### config.mk
export PLATFORM = sky130hd
export DESIGN_NAME = lp_ctrl
export DESIGN_NICKNAME = d
export VERILOG_FILES = /design/src/hw/lp_ctrl_pkg.sv /design/src/hw/sideband_if.sv /design/src/hw/sideband_sync.sv /design/src/hw/lp_ctrl.sv
export SDC_FILE = /design/constraint.sdc
export NUM_CORES = 1
export LEC_CHECK = 0
export ABC_AREA = 1
export ABC_CLOCK_PERIOD_IN_PS = 1990
export BUFFER_PORTS_ARGS = -buffer_cell sky130_fd_sc_hd__buf_2
export CAP_MARGIN = 10
export CORE_MARGIN = 2
export CORE_UTILIZATION = 45
export CTS_CLUSTER_SIZE = 24
export DETAILED_ROUTE_END_ITERATION = 8
export PLACE_DENSITY = 0.67
export SYNTH_ARGS = -nofsm -noshare
export SYNTH_HDL_FRONTEND = slang
export SYNTH_SLANG_ARGS = --single-unit
export TNS_END_PERCENT = 5
### constraint.sdc
create_clock -name mclk -period 1.99 [get_ports mclk]
set_input_delay 0.0995 -clock mclk [delete_from_list [all_inputs] [get_ports mclk]]
set_output_delay 0.0995 -clock mclk [all_outputs]
set_load 0.1 [all_outputs]
### src/hw/lp_ctrl_pkg.sv
// Purpose: Shared constants and types for the core low-power state control
// Assumes: Single clock mclk at 250 MHz, synchronous active-low reset
// Notes: Acknowledge codes are arbitrary encodings of the bus special cycle
package lp_ctrl_pkg;
  // Synchroniser depth for asynchronous sideband inputs
  localparam int SYNC_STAGES = 3;
  // Number of sideband inputs passed through the synchroniser bank
  localparam int SIDEBAND_W = 4;
  // Bit positions inside the synchronised sideband vector
  localparam int SB_HALT = 0;
  localparam int SB_SLEEP = 1;
  localparam int SB_MGMT = 2;
  localparam int SB_HOT = 3;
  // Reset value of the synchroniser flops (inputs are active low, idle high)
  localparam logic [SIDEBAND_W-1:0] SYNC_RESET = 4'hf;
  // Acknowledge message codes driven with the acknowledge strobe
  localparam logic [1:0] ACK_NONE = 2'h0;
  localparam logic [1:0] ACK_HALT_GRANT = 2'h1;
  localparam logic [1:0] ACK_MGMT = 2'h2;
  // Clock enable vector layout: core units, bus unit, interrupt controller
  localparam int CG_CORE = 0;
  localparam int CG_BUS = 1;
  localparam int CG_LIC = 2;
  localparam logic [2:0] CG_ALL_ON = 3'h7;
  localparam logic [2:0] CG_GRANT = 3'h6;
  localparam logic [2:0] CG_ALL_OFF = 3'h0;

  typedef enum logic [4:0] {
    ST_RUN = 5'h01,
    ST_GRANT = 5'h02,
    ST_SLEEP = 5'h04,
    ST_MGMT = 5'h08,
    ST_TRIP = 5'h10
  } lp_state_t;
endpackage

### src/hw/sideband_if.sv
// Purpose: Carries raw and synchronised sideband levels between modules
// Assumes: All signals belong to the mclk domain once synchronised
// Notes: Raw side is asynchronous to mclk
`timescale 1ns/1ps
interface sideband_if;
  logic [lp_ctrl_pkg::SIDEBAND_W-1:0] raw;
  logic [lp_ctrl_pkg::SIDEBAND_W-1:0] synced;
  modport sync_side (input raw, output synced);
  modport ctrl_side (output raw, input synced);
endinterface

### src/hw/sideband_sync.sv
// Purpose: Multi-stage synchroniser bank for asynchronous sideband inputs
// Assumes: Inputs idle high; reset value is the idle level
// Notes: Only the last stage is visible to the outside
`timescale 1ns/1ps
module sideband_sync (
  input wire logic mclk,
  input wire logic rstn,
  sideband_if.sync_side sb
);
  logic [lp_ctrl_pkg::SYNC_STAGES-1:0] chain_ff [lp_ctrl_pkg::SIDEBAND_W];

  // One shift chain per input; first stage feeds only the second
  for (genvar i = 0; i < lp_ctrl_pkg::SIDEBAND_W; i++)
  begin : g_chain
    always_ff @(posedge mclk)
    begin
      if (!rstn)
        chain_ff[i] <= '1;
      else
        chain_ff[i] <= {chain_ff[i][lp_ctrl_pkg::SYNC_STAGES-2:0], sb.raw[i]};
    end
    assign sb.synced[i] = chain_ff[i][lp_ctrl_pkg::SYNC_STAGES-1];
  end
endmodule

### src/hw/lp_ctrl.sv
// Purpose: Low-power, management-mode and thermal-trip state control of a core
// Assumes: Sideband inputs are asynchronous and active low except sensor_hot, which is active high; bus clock is mclk
// Notes: Internal clock gating is expressed as enable outputs per unit group
//
// Contract
// - Halt request enters grant state, sends acknowledge
// - Grant state gates core, keeps bus and controller
// - Grant state still snoops and services interrupts
// - Halt release restarts all clocks, resumes execution
// - Bus clock untouched; halt request is asynchronous
// - Sleep in grant state stops all clocks but PLL
// - Sleep ignores snoops and interrupts
// - Sleep reacts only to sleep, halt, reset; the code ignores halt in sleep and also leaves sleep on overheat
// - Sleep release returns to grant, restarts bus clocks
// - Management interrupt saves state, acknowledges, runs handler
// - Overheat halts execution, asserts trip output
// - Trip stays latched until reset
// - After reset, trip persists if still hot
`timescale 1ns/1ps
module lp_ctrl (
  input wire logic mclk,
  input wire logic rstn,
  input wire logic clock_halt_request_n,
  input wire logic sleep_request_n,
  input wire logic system_mgmt_irq_n,
  input wire logic sensor_hot,
  input wire logic mgmt_resume,
  input wire logic snoop_req,
  input wire logic irq_req,
  output logic [2:0] unit_clk_en,
  output logic pll_run,
  output logic exec_en,
  output logic snoop_en,
  output logic irq_en,
  output logic ack_valid,
  output logic [1:0] ack_code,
  output logic save_state,
  output logic system_mgmt_mode,
  output logic snoop_taken,
  output logic irq_taken,
  output logic overheat_shutdown_n
);
  sideband_if sb();
  lp_ctrl_pkg::lp_state_t state_ff;
  lp_ctrl_pkg::lp_state_t nxt_state;
  logic halt_req;
  logic sleep_req;
  logic mgmt_req;
  logic hot;
  logic entering;

  // Sensor is also asynchronous, so it shares the synchroniser bank
  assign sb.raw = {~sensor_hot, system_mgmt_irq_n, sleep_request_n, clock_halt_request_n};

  sideband_sync u_sync (
    .mclk(mclk),
    .rstn(rstn),
    .sb(sb)
  );

  // Active-high views of the synchronised levels
  assign halt_req = ~sb.synced[lp_ctrl_pkg::SB_HALT];
  assign sleep_req = ~sb.synced[lp_ctrl_pkg::SB_SLEEP];
  assign mgmt_req = ~sb.synced[lp_ctrl_pkg::SB_MGMT];
  assign hot = ~sb.synced[lp_ctrl_pkg::SB_HOT];

  // Next state; overheat beats everything, trip only leaves by reset
  always_comb
  begin
    nxt_state = state_ff;
    if (hot)
      nxt_state = lp_ctrl_pkg::ST_TRIP;
    else
    begin
      unique case (state_ff)
        lp_ctrl_pkg::ST_RUN:
        begin
          if (halt_req)
            nxt_state = lp_ctrl_pkg::ST_GRANT;
          else if (mgmt_req)
            nxt_state = lp_ctrl_pkg::ST_MGMT;
        end
        lp_ctrl_pkg::ST_GRANT:
        begin
          if (sleep_req)
            nxt_state = lp_ctrl_pkg::ST_SLEEP;
          else if (!halt_req)
            nxt_state = lp_ctrl_pkg::ST_RUN;
        end
        lp_ctrl_pkg::ST_SLEEP:
        begin
          // Only sleep release and overheat matter here; halt and management inputs are not looked at
          if (!sleep_req)
            nxt_state = lp_ctrl_pkg::ST_GRANT;
        end
        lp_ctrl_pkg::ST_MGMT:
        begin
          if (halt_req)
            nxt_state = lp_ctrl_pkg::ST_GRANT;
          else if (mgmt_resume)
            nxt_state = lp_ctrl_pkg::ST_RUN;
        end
        lp_ctrl_pkg::ST_TRIP:
          nxt_state = lp_ctrl_pkg::ST_TRIP;
        default:
          nxt_state = lp_ctrl_pkg::ST_RUN;
      endcase
    end
  end

  // State register; reset clears trip, sensor decides again afterwards
  always_ff @(posedge mclk)
  begin
    if (!rstn)
      state_ff <= lp_ctrl_pkg::ST_RUN;
    else
      state_ff <= nxt_state;
  end

  assign entering = (nxt_state != state_ff);

  // Clock enables and execution gate follow the next state to save a cycle
  always_ff @(posedge mclk)
  begin
    if (!rstn)
    begin
      unit_clk_en <= lp_ctrl_pkg::CG_ALL_ON;
      exec_en <= 1'b1;
      pll_run <= 1'b1;
    end
    else
    begin
      unique case (nxt_state)
        lp_ctrl_pkg::ST_GRANT: unit_clk_en <= lp_ctrl_pkg::CG_GRANT;
        lp_ctrl_pkg::ST_SLEEP: unit_clk_en <= lp_ctrl_pkg::CG_ALL_OFF;
        lp_ctrl_pkg::ST_TRIP: unit_clk_en <= lp_ctrl_pkg::CG_GRANT;
        default: unit_clk_en <= lp_ctrl_pkg::CG_ALL_ON;
      endcase
      exec_en <= (nxt_state == lp_ctrl_pkg::ST_RUN) ||
                 (nxt_state == lp_ctrl_pkg::ST_MGMT);
      pll_run <= 1'b1; // PLL never stops in any state
    end
  end

  // Snoop service is open except in sleep; interrupt service is open except in sleep and trip
  always_ff @(posedge mclk)
  begin
    if (!rstn)
    begin
      snoop_en <= 1'b1;
      irq_en <= 1'b1;
      snoop_taken <= 1'b0;
      irq_taken <= 1'b0;
    end
    else
    begin
      snoop_en <= (nxt_state != lp_ctrl_pkg::ST_SLEEP);
      irq_en <= (nxt_state != lp_ctrl_pkg::ST_SLEEP) &&
                (nxt_state != lp_ctrl_pkg::ST_TRIP);
      snoop_taken <= snoop_req && (state_ff != lp_ctrl_pkg::ST_SLEEP);
      irq_taken <= irq_req && (state_ff != lp_ctrl_pkg::ST_SLEEP) &&
                   (state_ff != lp_ctrl_pkg::ST_TRIP);
    end
  end

  // Acknowledge strobe and state save pulse, one cycle at state entry
  always_ff @(posedge mclk)
  begin
    if (!rstn)
    begin
      ack_valid <= 1'b0;
      ack_code <= lp_ctrl_pkg::ACK_NONE;
      save_state <= 1'b0;
    end
    else
    begin
      ack_valid <= 1'b0;
      ack_code <= lp_ctrl_pkg::ACK_NONE;
      save_state <= 1'b0;
      // Sleep exit back to grant is not a fresh grant, so no second acknowledge
      if (entering && nxt_state == lp_ctrl_pkg::ST_GRANT &&
          state_ff != lp_ctrl_pkg::ST_SLEEP)
      begin
        ack_valid <= 1'b1;
        ack_code <= lp_ctrl_pkg::ACK_HALT_GRANT;
      end
      else if (entering && nxt_state == lp_ctrl_pkg::ST_MGMT)
      begin
        ack_valid <= 1'b1;
        ack_code <= lp_ctrl_pkg::ACK_MGMT;
        save_state <= 1'b1;
      end
    end
  end

  // Mode flag and trip pin; trip pin is the latched state itself
  always_ff @(posedge mclk)
  begin
    if (!rstn)
    begin
      system_mgmt_mode <= 1'b0;
      overheat_shutdown_n <= 1'b1;
    end
    else
    begin
      system_mgmt_mode <= (nxt_state == lp_ctrl_pkg::ST_MGMT);
      overheat_shutdown_n <= (nxt_state != lp_ctrl_pkg::ST_TRIP);
    end
  end

  // Checks
  // A grant acknowledge may only go out on a fresh entry, never on the way back from sleep
  a_grant_ack: assert property (@(posedge mclk) disable iff (!rstn)
    ack_valid && ack_code == lp_ctrl_pkg::ACK_HALT_GRANT
    |-> state_ff == lp_ctrl_pkg::ST_GRANT && $past(state_ff) != lp_ctrl_pkg::ST_SLEEP)
    else $error("grant acknowledge outside grant entry");
  a_grant_pulse: assert property (@(posedge mclk) disable iff (!rstn)
    $rose(state_ff == lp_ctrl_pkg::ST_GRANT) && $past(state_ff) == lp_ctrl_pkg::ST_RUN
    |-> ack_valid && ack_code == lp_ctrl_pkg::ACK_HALT_GRANT)
    else $error("no acknowledge on grant entry");
  a_grant_gating: assert property (@(posedge mclk) disable iff (!rstn)
    state_ff == lp_ctrl_pkg::ST_GRANT |-> unit_clk_en == lp_ctrl_pkg::CG_GRANT)
    else $error("grant clock gating wrong");
  a_grant_snoop: assert property (@(posedge mclk) disable iff (!rstn)
    state_ff == lp_ctrl_pkg::ST_GRANT && snoop_req |=> snoop_taken)
    else $error("snoop lost in grant");
  a_halt_release: assert property (@(posedge mclk) disable iff (!rstn)
    state_ff == lp_ctrl_pkg::ST_GRANT && !halt_req && !sleep_req && !hot
    |=> exec_en && unit_clk_en == lp_ctrl_pkg::CG_ALL_ON)
    else $error("halt release did not resume");
  a_halt_sync: assert property (@(posedge mclk) disable iff (!rstn)
    state_ff == lp_ctrl_pkg::ST_RUN && !clock_halt_request_n && !hot && !sensor_hot
    ##1 (!clock_halt_request_n && !sensor_hot) [*4]
    |-> state_ff != lp_ctrl_pkg::ST_RUN)
    else $error("halt request not taken after sync");
  a_sleep_stop: assert property (@(posedge mclk) disable iff (!rstn)
    state_ff == lp_ctrl_pkg::ST_SLEEP |-> unit_clk_en == lp_ctrl_pkg::CG_ALL_OFF && pll_run)
    else $error("sleep clocks wrong");
  a_sleep_deaf: assert property (@(posedge mclk) disable iff (!rstn)
    state_ff == lp_ctrl_pkg::ST_SLEEP |=> !snoop_taken && !irq_taken)
    else $error("sleep serviced a request");
  a_sleep_inputs: assert property (@(posedge mclk) disable iff (!rstn)
    state_ff == lp_ctrl_pkg::ST_SLEEP && sleep_req && !hot |=> state_ff == lp_ctrl_pkg::ST_SLEEP)
    else $error("sleep left without sleep release");
  a_sleep_exit: assert property (@(posedge mclk) disable iff (!rstn)
    state_ff == lp_ctrl_pkg::ST_SLEEP && !sleep_req && !hot
    |=> state_ff == lp_ctrl_pkg::ST_GRANT && unit_clk_en == lp_ctrl_pkg::CG_GRANT)
    else $error("sleep exit wrong");
  a_mgmt_entry: assert property (@(posedge mclk) disable iff (!rstn)
    $rose(system_mgmt_mode) |-> save_state && ack_code == lp_ctrl_pkg::ACK_MGMT)
    else $error("management entry without save and acknowledge");
  a_trip_assert: assert property (@(posedge mclk) disable iff (!rstn)
    hot |=> !overheat_shutdown_n && !exec_en)
    else $error("overheat not halted");
  a_trip_latch: assert property (@(posedge mclk) disable iff (!rstn)
    !overheat_shutdown_n |=> !overheat_shutdown_n)
    else $error("trip released without reset");
  a_trip_reset: assert property (@(posedge mclk)
    !rstn ##1 rstn [*4] ##0 hot |=> !overheat_shutdown_n)
    else $error("trip not reasserted after reset while hot");
  a_sync_delay: assert property (@(posedge mclk) disable iff (!rstn)
    $fell(halt_req) |-> $past(clock_halt_request_n, 3))
    else $error("synchroniser depth wrong");

  // Levels that must stand for as long as a state holds
  a_run_clocks: assert property (@(posedge mclk) disable iff (!rstn)
    state_ff == lp_ctrl_pkg::ST_RUN |-> unit_clk_en == lp_ctrl_pkg::CG_ALL_ON && exec_en)
    else $error("run state clocks or execution wrong");
  a_grant_levels: assert property (@(posedge mclk) disable iff (!rstn)
    state_ff == lp_ctrl_pkg::ST_GRANT |-> !exec_en && snoop_en && irq_en)
    else $error("grant state levels wrong");
  a_grant_irq: assert property (@(posedge mclk) disable iff (!rstn)
    state_ff == lp_ctrl_pkg::ST_GRANT && irq_req |=> irq_taken)
    else $error("interrupt lost in grant");
  a_sleep_levels: assert property (@(posedge mclk) disable iff (!rstn)
    state_ff == lp_ctrl_pkg::ST_SLEEP |-> !snoop_en && !irq_en && !exec_en)
    else $error("sleep state levels wrong");
  a_sleep_mgmt: assert property (@(posedge mclk) disable iff (!rstn)
    state_ff == lp_ctrl_pkg::ST_SLEEP && sleep_req && !hot |=> !ack_valid && !system_mgmt_mode)
    else $error("sleep reacted to another input");
  a_mgmt_exec: assert property (@(posedge mclk) disable iff (!rstn)
    system_mgmt_mode |-> exec_en && unit_clk_en == lp_ctrl_pkg::CG_ALL_ON)
    else $error("handler not running in management mode");
  a_trip_deaf: assert property (@(posedge mclk) disable iff (!rstn)
    state_ff == lp_ctrl_pkg::ST_TRIP |=> !irq_taken && !exec_en)
    else $error("trip state serviced an interrupt");
  a_trip_clocks: assert property (@(posedge mclk) disable iff (!rstn)
    state_ff == lp_ctrl_pkg::ST_TRIP |-> !overheat_shutdown_n && unit_clk_en == lp_ctrl_pkg::CG_GRANT)
    else $error("trip state outputs wrong");

  // Pulses last one cycle; a longer strobe would read as a second message on the bus
  a_ack_single: assert property (@(posedge mclk) disable iff (!rstn)
    ack_valid |=> !ack_valid)
    else $error("acknowledge strobe longer than one cycle");
  a_ack_quiet: assert property (@(posedge mclk) disable iff (!rstn)
    !ack_valid |-> ack_code == lp_ctrl_pkg::ACK_NONE && !save_state)
    else $error("acknowledge code or save without strobe");

  c_grant: cover property (@(posedge mclk) disable iff (!rstn)
    state_ff == lp_ctrl_pkg::ST_GRANT);
  c_sleep: cover property (@(posedge mclk) disable iff (!rstn)
    state_ff == lp_ctrl_pkg::ST_SLEEP ##1 state_ff == lp_ctrl_pkg::ST_GRANT);
  c_mgmt: cover property (@(posedge mclk) disable iff (!rstn) $rose(system_mgmt_mode));
  c_trip: cover property (@(posedge mclk) disable iff (!rstn) $fell(overheat_shutdown_n));
  c_release: cover property (@(posedge mclk) disable iff (!rstn)
    state_ff == lp_ctrl_pkg::ST_GRANT ##1 state_ff == lp_ctrl_pkg::ST_RUN);
endmodule

==> results of run 1 <==
power groups by stage:
stage	Sequential [mW]	Clock (mW)	Combinational, mW
after CTS	0.631	0.362	0.303
after floorplan	0.737	0	0.157
after global routing	0.636	0.385	0.327
final	0.630	0.347	0.302
after global placement	0.643	0	0.290
after detailed placement	0.645	0	0.294
layer usage:
metal | vias up | track usage [%]
li1 | 551 | -
met1 | 501 | 17.6
met2 | 44 | 27.4
met3 | 6 | 7.14
met4 | 0 | 8.50
met5 | - | 0
final timing paths:
kind / to / slack, ns / cells past startpoint
setup / recovery: ack_code[0]$_SDFF_PN0_ / 0.36 / 11
hold / removal: u_sync.chain_ff[3][0]$_SDFF_PN1_ / 0.04 / 2
setup reg to reg: ack_code[0]$_SDFF_PN0_ / 0.36 / 11
hold reg to reg: u_sync.chain_ff[1][1]$_SDFF_PN1_ / 0.42 / 1
registers in the layout (all words and copies together) (netlist names):
register	count
exec_en	1
snoop_en	1
irq_en	1
unit_clk_en	2
u_sync.chain_ff	12
system_mgmt_mode	1
ack_valid	1
state_ff	5
snoop_taken	1
overheat_shutdown_n	1
ack_code	2
irq_taken	1
synth_stat cells:
library cell                n
sky130_fd_sc_hd__o21ai_1    1
sky130_fd_sc_hd__nand2_1   34
sky130_fd_sc_hd__nand3_1   14
sky130_fd_sc_hd__clkbuf_1   2
sky130_fd_sc_hd__inv_1     11
sky130_fd_sc_hd__a21oi_2    1
sky130_fd_sc_hd__or2_2     11
sky130_fd_sc_hd__o22ai_1    1
sky130_fd_sc_hd__dfxtp_1   29
sky130_fd_sc_hd__nand2_2    6
sky130_fd_sc_hd__o21ai_0    1
sky130_fd_sc_hd__a21oi_1    2
sky130_fd_sc_hd__nor2_4     3
sky130_fd_sc_hd__conb_1     1
sky130_fd_sc_hd__nor2_1    20
sky130_fd_sc_hd__buf_4      4
sky130_fd_sc_hd__inv_2      7
sky130_fd_sc_hd__buf_2      1
sky130_fd_sc_hd__nor2_2     3
sky130_fd_sc_hd__nand4_1    5
sky130_fd_sc_hd__nand3_2    4
final cells by class:
class	instances	area share, %
Inverter	18	4.65
Multi-Input combinational cell	107	37.3
Sequential cell	29	40.0
Timing Repair Buffer	28	11.7
Clock buffer	7	3.79
Tap cell	30	2.58
stage by stage:
stage                     instances  setup slack (ns)  instance area (um^2)  util, %
after floorplan                 161             0.534                  1230        -
after global placement          206             0.415                  1340     52.6
after detailed placement        206             0.390                  1340     52.6
after CTS                       219             0.363                  1450     57.1
after global routing            219             0.241                  1450     57.1
final                           219             0.364                  1450     57.1
cell families (layout without fill, tap and decap cells):
group | Yosys count | count (layout)
AO/OA/AOI/OAI | 6 | 6
buffers and inverters | 25 | 53
other | 1 | 1
AND/OR/NAND/NOR | 100 | 100
flip-flops | 29 | 29
what timing repair did:
item | 4_1_cts | 5_1_grt
hold buffers | 6 | 0
gates resized for setup | 0 | 0
hold endpoints to repair | 6 | 0
==> run metrics, run 1 <==
Int Pwr ~0.86 mW; P&R area growth vs syn 17.9%; parity-gate share of the synthesized area counting xor and xnor cells 0%; simple-gate portion of the synthesized area 40.8%; Static Leak 0.724 nW; type of destination of the critical path flop; mean instance size in the synthesized netlist 7.65 um^2; die area approximately 3200 um^2; Setup violations, final 0; Remaining Overflow, GRT 0; number of levels in the clock H-tree 2; max-cap check violation count 0; shortest clock period the worst path allows after layout 1.63 ns; RSZ-0062 raised after global routing no; peak ir drop on the vdd network approximately 0.00066 V; status complete, no violations; flip-flop and latch count after synthesis 29; Antenna Violating Nets Remaining 0; Yosys Warn Count 0; number of unique standard cell types used by synthesis 21; Final Power approximately 1.3 mW; CP max stage delay 0.48 ns; maximum count of clock buffers along a single path 2; part of the power in combinational logic about a quarter; multi-input combinational cell area around 540 um^2; minimum hold slack between 0.03 and 0.04 ns; die width roughly 56 um; top area cells in the synthesized netlist sky130_fd_sc_hd__dfxtp_1 47%, sky130_fd_sc_hd__nand2_1 10%, sky130_fd_sc_hd__nor2_1 6.1%; startpoint class of the critical path flop; number of antenna violations at the first check in global routing 0; post-synthesis instance total between 150 and 200; count of input and output buffers 22; most frequent standard cell in the layout excluding fill and tap cells sky130_fd_sc_hd__nand2_1; cts bufs inserted 5; row cnt 18; Clk pwr share between 20% and 30%; number of top-level pins 24; upper clock frequency limit between 600 and 700 MHz; final number of max-transition violations 0; cell accounting for the most synthesized area sky130_fd_sc_hd__dfxtp_1; met2 WL 1150 um; clock latency of the later-clocked register in the worst-skew pair around 0.32 ns; DP Wirelength 1830 um; total of fill cells in the finished design about 240; origin of the worst setup path state_ff[2]$_SDFF_PN0_; Yosys top cell area share between 40 and 50%; first-pass GRT wire length about 3900 um; via count of the routed design 1102; number of remaining DRC errors 0; startpoint of the worst register-to-register path state_ff[2]$_SDFF_PN0_; mean number of vias per cell around 5.0; sinks on the clock net 29; worst-path maximum fanout 5; Floorplan Core Area ~2500 um^2; Worst path most repeated cell sky130_fd_sc_hd__nand2_1; fraction of final layout cells with drive strength greater than 1 33.3%; CP Cell Sequence inv_2 -> nor2_2 -> nand4_1 -> nand2_1 -> nand2_1 -> nand2_1 -> nand2_1 -> nor2_2 -> nand3_2 -> nor2_4 -> nor2_1; global placement routability congestion about 1; area of all sequential standard cells about 580 um^2; part of the Yosys area used for sequential elements a little under half; Total Routed Length around 2400 um; Synth Area in Compound Gates between 2 and 3%; cell family with most CP delay simple AND/OR/NAND/NOR gates; number of design-rule violations left by the first detailed-router iteration 37; router iterations before antenna repair 4; Clk pin slew, worst setup/hold paths 0.08 ns; CP required about 2.2 ns; Metal-1 WL between 1000 and 1500 um; synthesized area about 1200 um^2; Arr. time, crit path about 1.8 ns; clk_skew 0.00299 ns; clock tree from TritonCTS yes; register share of total power 49.3%; switching power total around 0.42 mW; nets in the synthesized netlist 170; count of buffers added by post-CTS timing repair for setup 0; number of hold violations in the final report 0; Hold/Removal Path Class input port to flop; post-synthesis adder-cell area fraction 0%; root cell of the clock tree sky130_fd_sc_hd__clkbuf_4; die outline height 56.3 um; vias in the first global route between 900 and 1000; final sum of negative setup slack 0 ns; power density cells between 800 and 900 nW/um^2; top layer reached by signal wires met4; Sw Share between 30% and 40%; largest family of logic cells by synthesized area simple AND/OR/NAND/NOR gates; Global Route Usage Sum between 10% and 20%; ANT cells 0; pin count of the biggest net entering global routing 16; part of the cycle the worst path needs 81.7%; most frequent cells in the layout 34 x sky130_fd_sc_hd__nand2_1, 29 x sky130_fd_sc_hd__dfxtp_1, 22 x sky130_fd_sc_hd__buf_2; Buf/Inv on CP 1; average detailed-routed wire length per instance approximately 11 um; met3 wire len around 200 um; mux contribution to synthesized area 0%; # nets final approximately 200; effective utilization at floorplan about half; Worst Hold Launch rstn; CP max stage cell sky130_fd_sc_hd__dfxtp_1; start-to-end type of the worst setup path flop to flop
Note: power is estimated with default switching activity, not from simulation.
==> run 2, diff against run 1 <==
--- a/config.mk
+++ b/config.mk
@@ -6,7 +6,7 @@
 export NUM_CORES = 1
 export LEC_CHECK = 0
 export ABC_AREA = 1
-export ABC_CLOCK_PERIOD_IN_PS = 1990
+export ABC_CLOCK_PERIOD_IN_PS = 1500
 export BUFFER_PORTS_ARGS = -buffer_cell sky130_fd_sc_hd__buf_2
 export CAP_MARGIN = 10
 export CORE_MARGIN = 2
==> constraint.sdc (replaced) <==
create_clock -name mclk -period 1.5 [get_ports mclk]
set_input_delay 0.075 -clock mclk [delete_from_list [all_inputs] [get_ports mclk]]
set_output_delay 0.075 -clock mclk [all_outputs]
set_load 0.1 [all_outputs]
==> run 2 against run 1 <==
  * Count of clock-buffer cells in the layout unchanged
  * Final area is 8.5% higher
  * Die area stayed put
  * Critical path type unchanged
  * Clock skew rose by 0.0039 ns
==> run metrics, run 2 (synthesis results as in run 1) <==
maximum count of clock buffers along a single path 2 (unchanged); pin count of the biggest net entering global routing 16 (unchanged); RSZ-0062 raised after global routing yes (was no); Remaining Overflow, GRT 0 (unchanged); average detailed-routed wire length per instance 10.3 um (was 11.0 um); leading registers by flop count u_sync.chain_ff: 12 flops, state_ff: 5 flops (unchanged); clk_skew 0.00691 ns (was 0.00299 ns); effective utilization at floorplan 48.4% (unchanged); Reg with most FFs u_sync.chain_ff (unchanged); part of the cycle the worst path needs 99.8% (was 81.7%); number of hold violations in the final report 0 (unchanged); most frequent standard cell in the layout excluding fill and tap cells sky130_fd_sc_hd__nand2_1 (unchanged); die width 56.3 um (unchanged); P&R area growth vs syn 27.9% (was 17.9%); row cnt 18 (unchanged); shortest clock period the worst path allows after layout 1.50 ns (was 1.63 ns); first-pass GRT wire length 3890 um (was 3950 um); Arr. time, crit path 1.71 ns (was 1.84 ns); Clk pin slew, worst setup/hold paths 0.08 ns (about the same); upper clock frequency limit 668 MHz (was 615 MHz); status complete, no violations (unchanged); global placement routability congestion 1.06 (was 1.02); # nets final 210 (was 198); number of design-rule violations left by the first detailed-router iteration 32 (was 37); worst-path maximum fanout 6 (was 5); power density cells 1100 nW/um^2 (was 880 nW/um^2); number of top-level pins 24 (unchanged); startpoint class of the critical path flop (unchanged); Total Routed Length 2390 um (was 2410 um); cts bufs inserted 5 (unchanged); peak ir drop on the vdd network 0.000832 V (was 0.000664 V); mean number of vias per cell 4.85 (was 5.03); root cell of the clock tree sky130_fd_sc_hd__clkbuf_4 (unchanged); die area 3170 um^2 (unchanged); Floorplan Core Area 2540 um^2 (unchanged); vias in the first global route 1005 (was 993); number of antenna violations at the first check in global routing 0 (unchanged); die outline height 56.3 um (unchanged); max-cap check violation count 0 (unchanged); Hold/Removal Path Class input port to flop (unchanged); final cell area excluding filler cells 1580 um^2 (was 1450 um^2); CP required 1.71 ns (was 2.21 ns); number of levels in the clock H-tree 2 (unchanged); most frequent cells in the layout 33 x sky130_fd_sc_hd__nand2_1, 24 x sky130_fd_sc_hd__dfxtp_1, 22 x sky130_fd_sc_hd__buf_2 (was 34 x sky130_fd_sc_hd__nand2_1, 29 x sky130_fd_sc_hd__dfxtp_1, 22 x sky130_fd_sc_hd__buf_2); via count of the routed design 1120 (was 1102); router iterations before antenna repair 4 (unchanged); Global Route Usage Sum 15.8% (was 16.4%); final sum of negative setup slack 0 ns (unchanged); final core utilization 61.9% (was 57.1%); minimum hold slack 0.0144 ns (was 0.0364 ns); number of remaining DRC errors 0 (unchanged); Static Leak 0.783 nW (was 0.724 nW); total of fill cells in the finished design 225 (was 241); sinks on the clock net 29 (unchanged); clock latency of the later-clocked register in the worst-skew pair 0.31 ns (was 0.32 ns); type of destination of the critical path flop (unchanged); DP Wirelength 1790 um (was 1830 um); count of input and output buffers 22 (unchanged); worst slack, placed -0.0810 ns (was 0.390 ns); flip-flop count of the largest register, all copies and words added 12 (unchanged); cell area reported after detailed placement 1420 um^2 (was 1340 um^2); ANT cells 0 (unchanged); clock tree from TritonCTS yes (unchanged); start-to-end type of the worst setup path flop to flop (unchanged); final number of max-transition violations 0 (unchanged); final setup slack of the worst path 0.00271 ns (was 0.364 ns); Antenna Violating Nets Remaining 0 (unchanged); Setup violations, final 0 (unchanged); fraction of final layout cells with drive strength greater than 1 42.3% (was 33.3%)
[run 2: what timing repair did]
action                                 in CTS  in global routing
pin swaps                                   2                  3
gates resized for setup                     8                  7
endpoints found under the hold margin       6                  0
setup buffers                               1                  0
hold buffers                                6                  0
setup endpoints to repair                   3                  6
[run 2: through the flow]
step	total power, mW	cells
after floorplan	1.19	161
after global placement	1.27	217
after detailed placement	1.28	217
after CTS	1.75	231
after global routing	1.82	231
final	1.73	231
[run 2: area by class of cell]
| class | instances | area [um^2] | area share, % |
|---|---|---|---|
| flip-flops and latches | 29 | 594 | 37.7 |
| multi-input cells | 107 | 559 | 35.5 |
| repair buffers | 40 | 260 | 16.5 |
| inverters | 18 | 70.1 | 4.44 |
| clock buffers | 7 | 55.1 | 3.49 |
| well taps | 30 | 37.5 | 2.38 |
[run 2: power breakdown]
| group | internal (mW) | switching, mW |
|---|---|---|
| clock | 0.221 | 0.227 |
| combinational | 0.137 | 0.307 |
| sequential | 0.807 | 0.0284 |
| total | 1.17 | 0.563 |
[run 2: metal layers]
| layer | up-vias | wire (um) | track usage (%) |
|---|---|---|---|
| li1 | 576 | - | - |
| met1 | 504 | 1030 | 17.3 |
| met2 | 32 | 1130 | 26.7 |
| met3 | 8 | 165 | 5.76 |
| met4 | 0 | 70 | 7.82 |
| met5 | - | 0 | 0 |
[run 2: final timing paths]
path | slack, ns | depth (start not counted) | end | start
setup / recovery | 0.003 | 12 | ack_code[1]$_SDFF_PP0_ | state_ff[2]$_SDFF_PN0_
hold / removal | 0.01 | 2 | state_ff[0]$_SDFF_PN1_ | rstn
setup reg to reg | 0.003 | 12 | ack_code[1]$_SDFF_PP0_ | state_ff[2]$_SDFF_PN0_
hold reg to reg | 0.42 | 1 | u_sync.chain_ff[2][1]$_SDFF_PN1_ | u_sync.chain_ff[2][0]$_SDFF_PN1_
[run 2: worst max-delay path, stage by stage, from the launching register on]
cell and delay (ns):
sky130_fd_sc_hd__dfxtp_2 0.36, sky130_fd_sc_hd__nor2_4 0.20, sky130_fd_sc_hd__inv_2 0.08, sky130_fd_sc_hd__nor2_1 0.16, sky130_fd_sc_hd__nand2_1 0.08, sky130_fd_sc_hd__nand2_1 0.07, sky130_fd_sc_hd__nor2_2 0.04, sky130_fd_sc_hd__nand2_2 0.06
sky130_fd_sc_hd__nand2_2 0.06, sky130_fd_sc_hd__nand2_2 0.06, sky130_fd_sc_hd__nand3_2 0.07, sky130_fd_sc_hd__nor2_4 0.11, sky130_fd_sc_hd__nor2_1 0.04
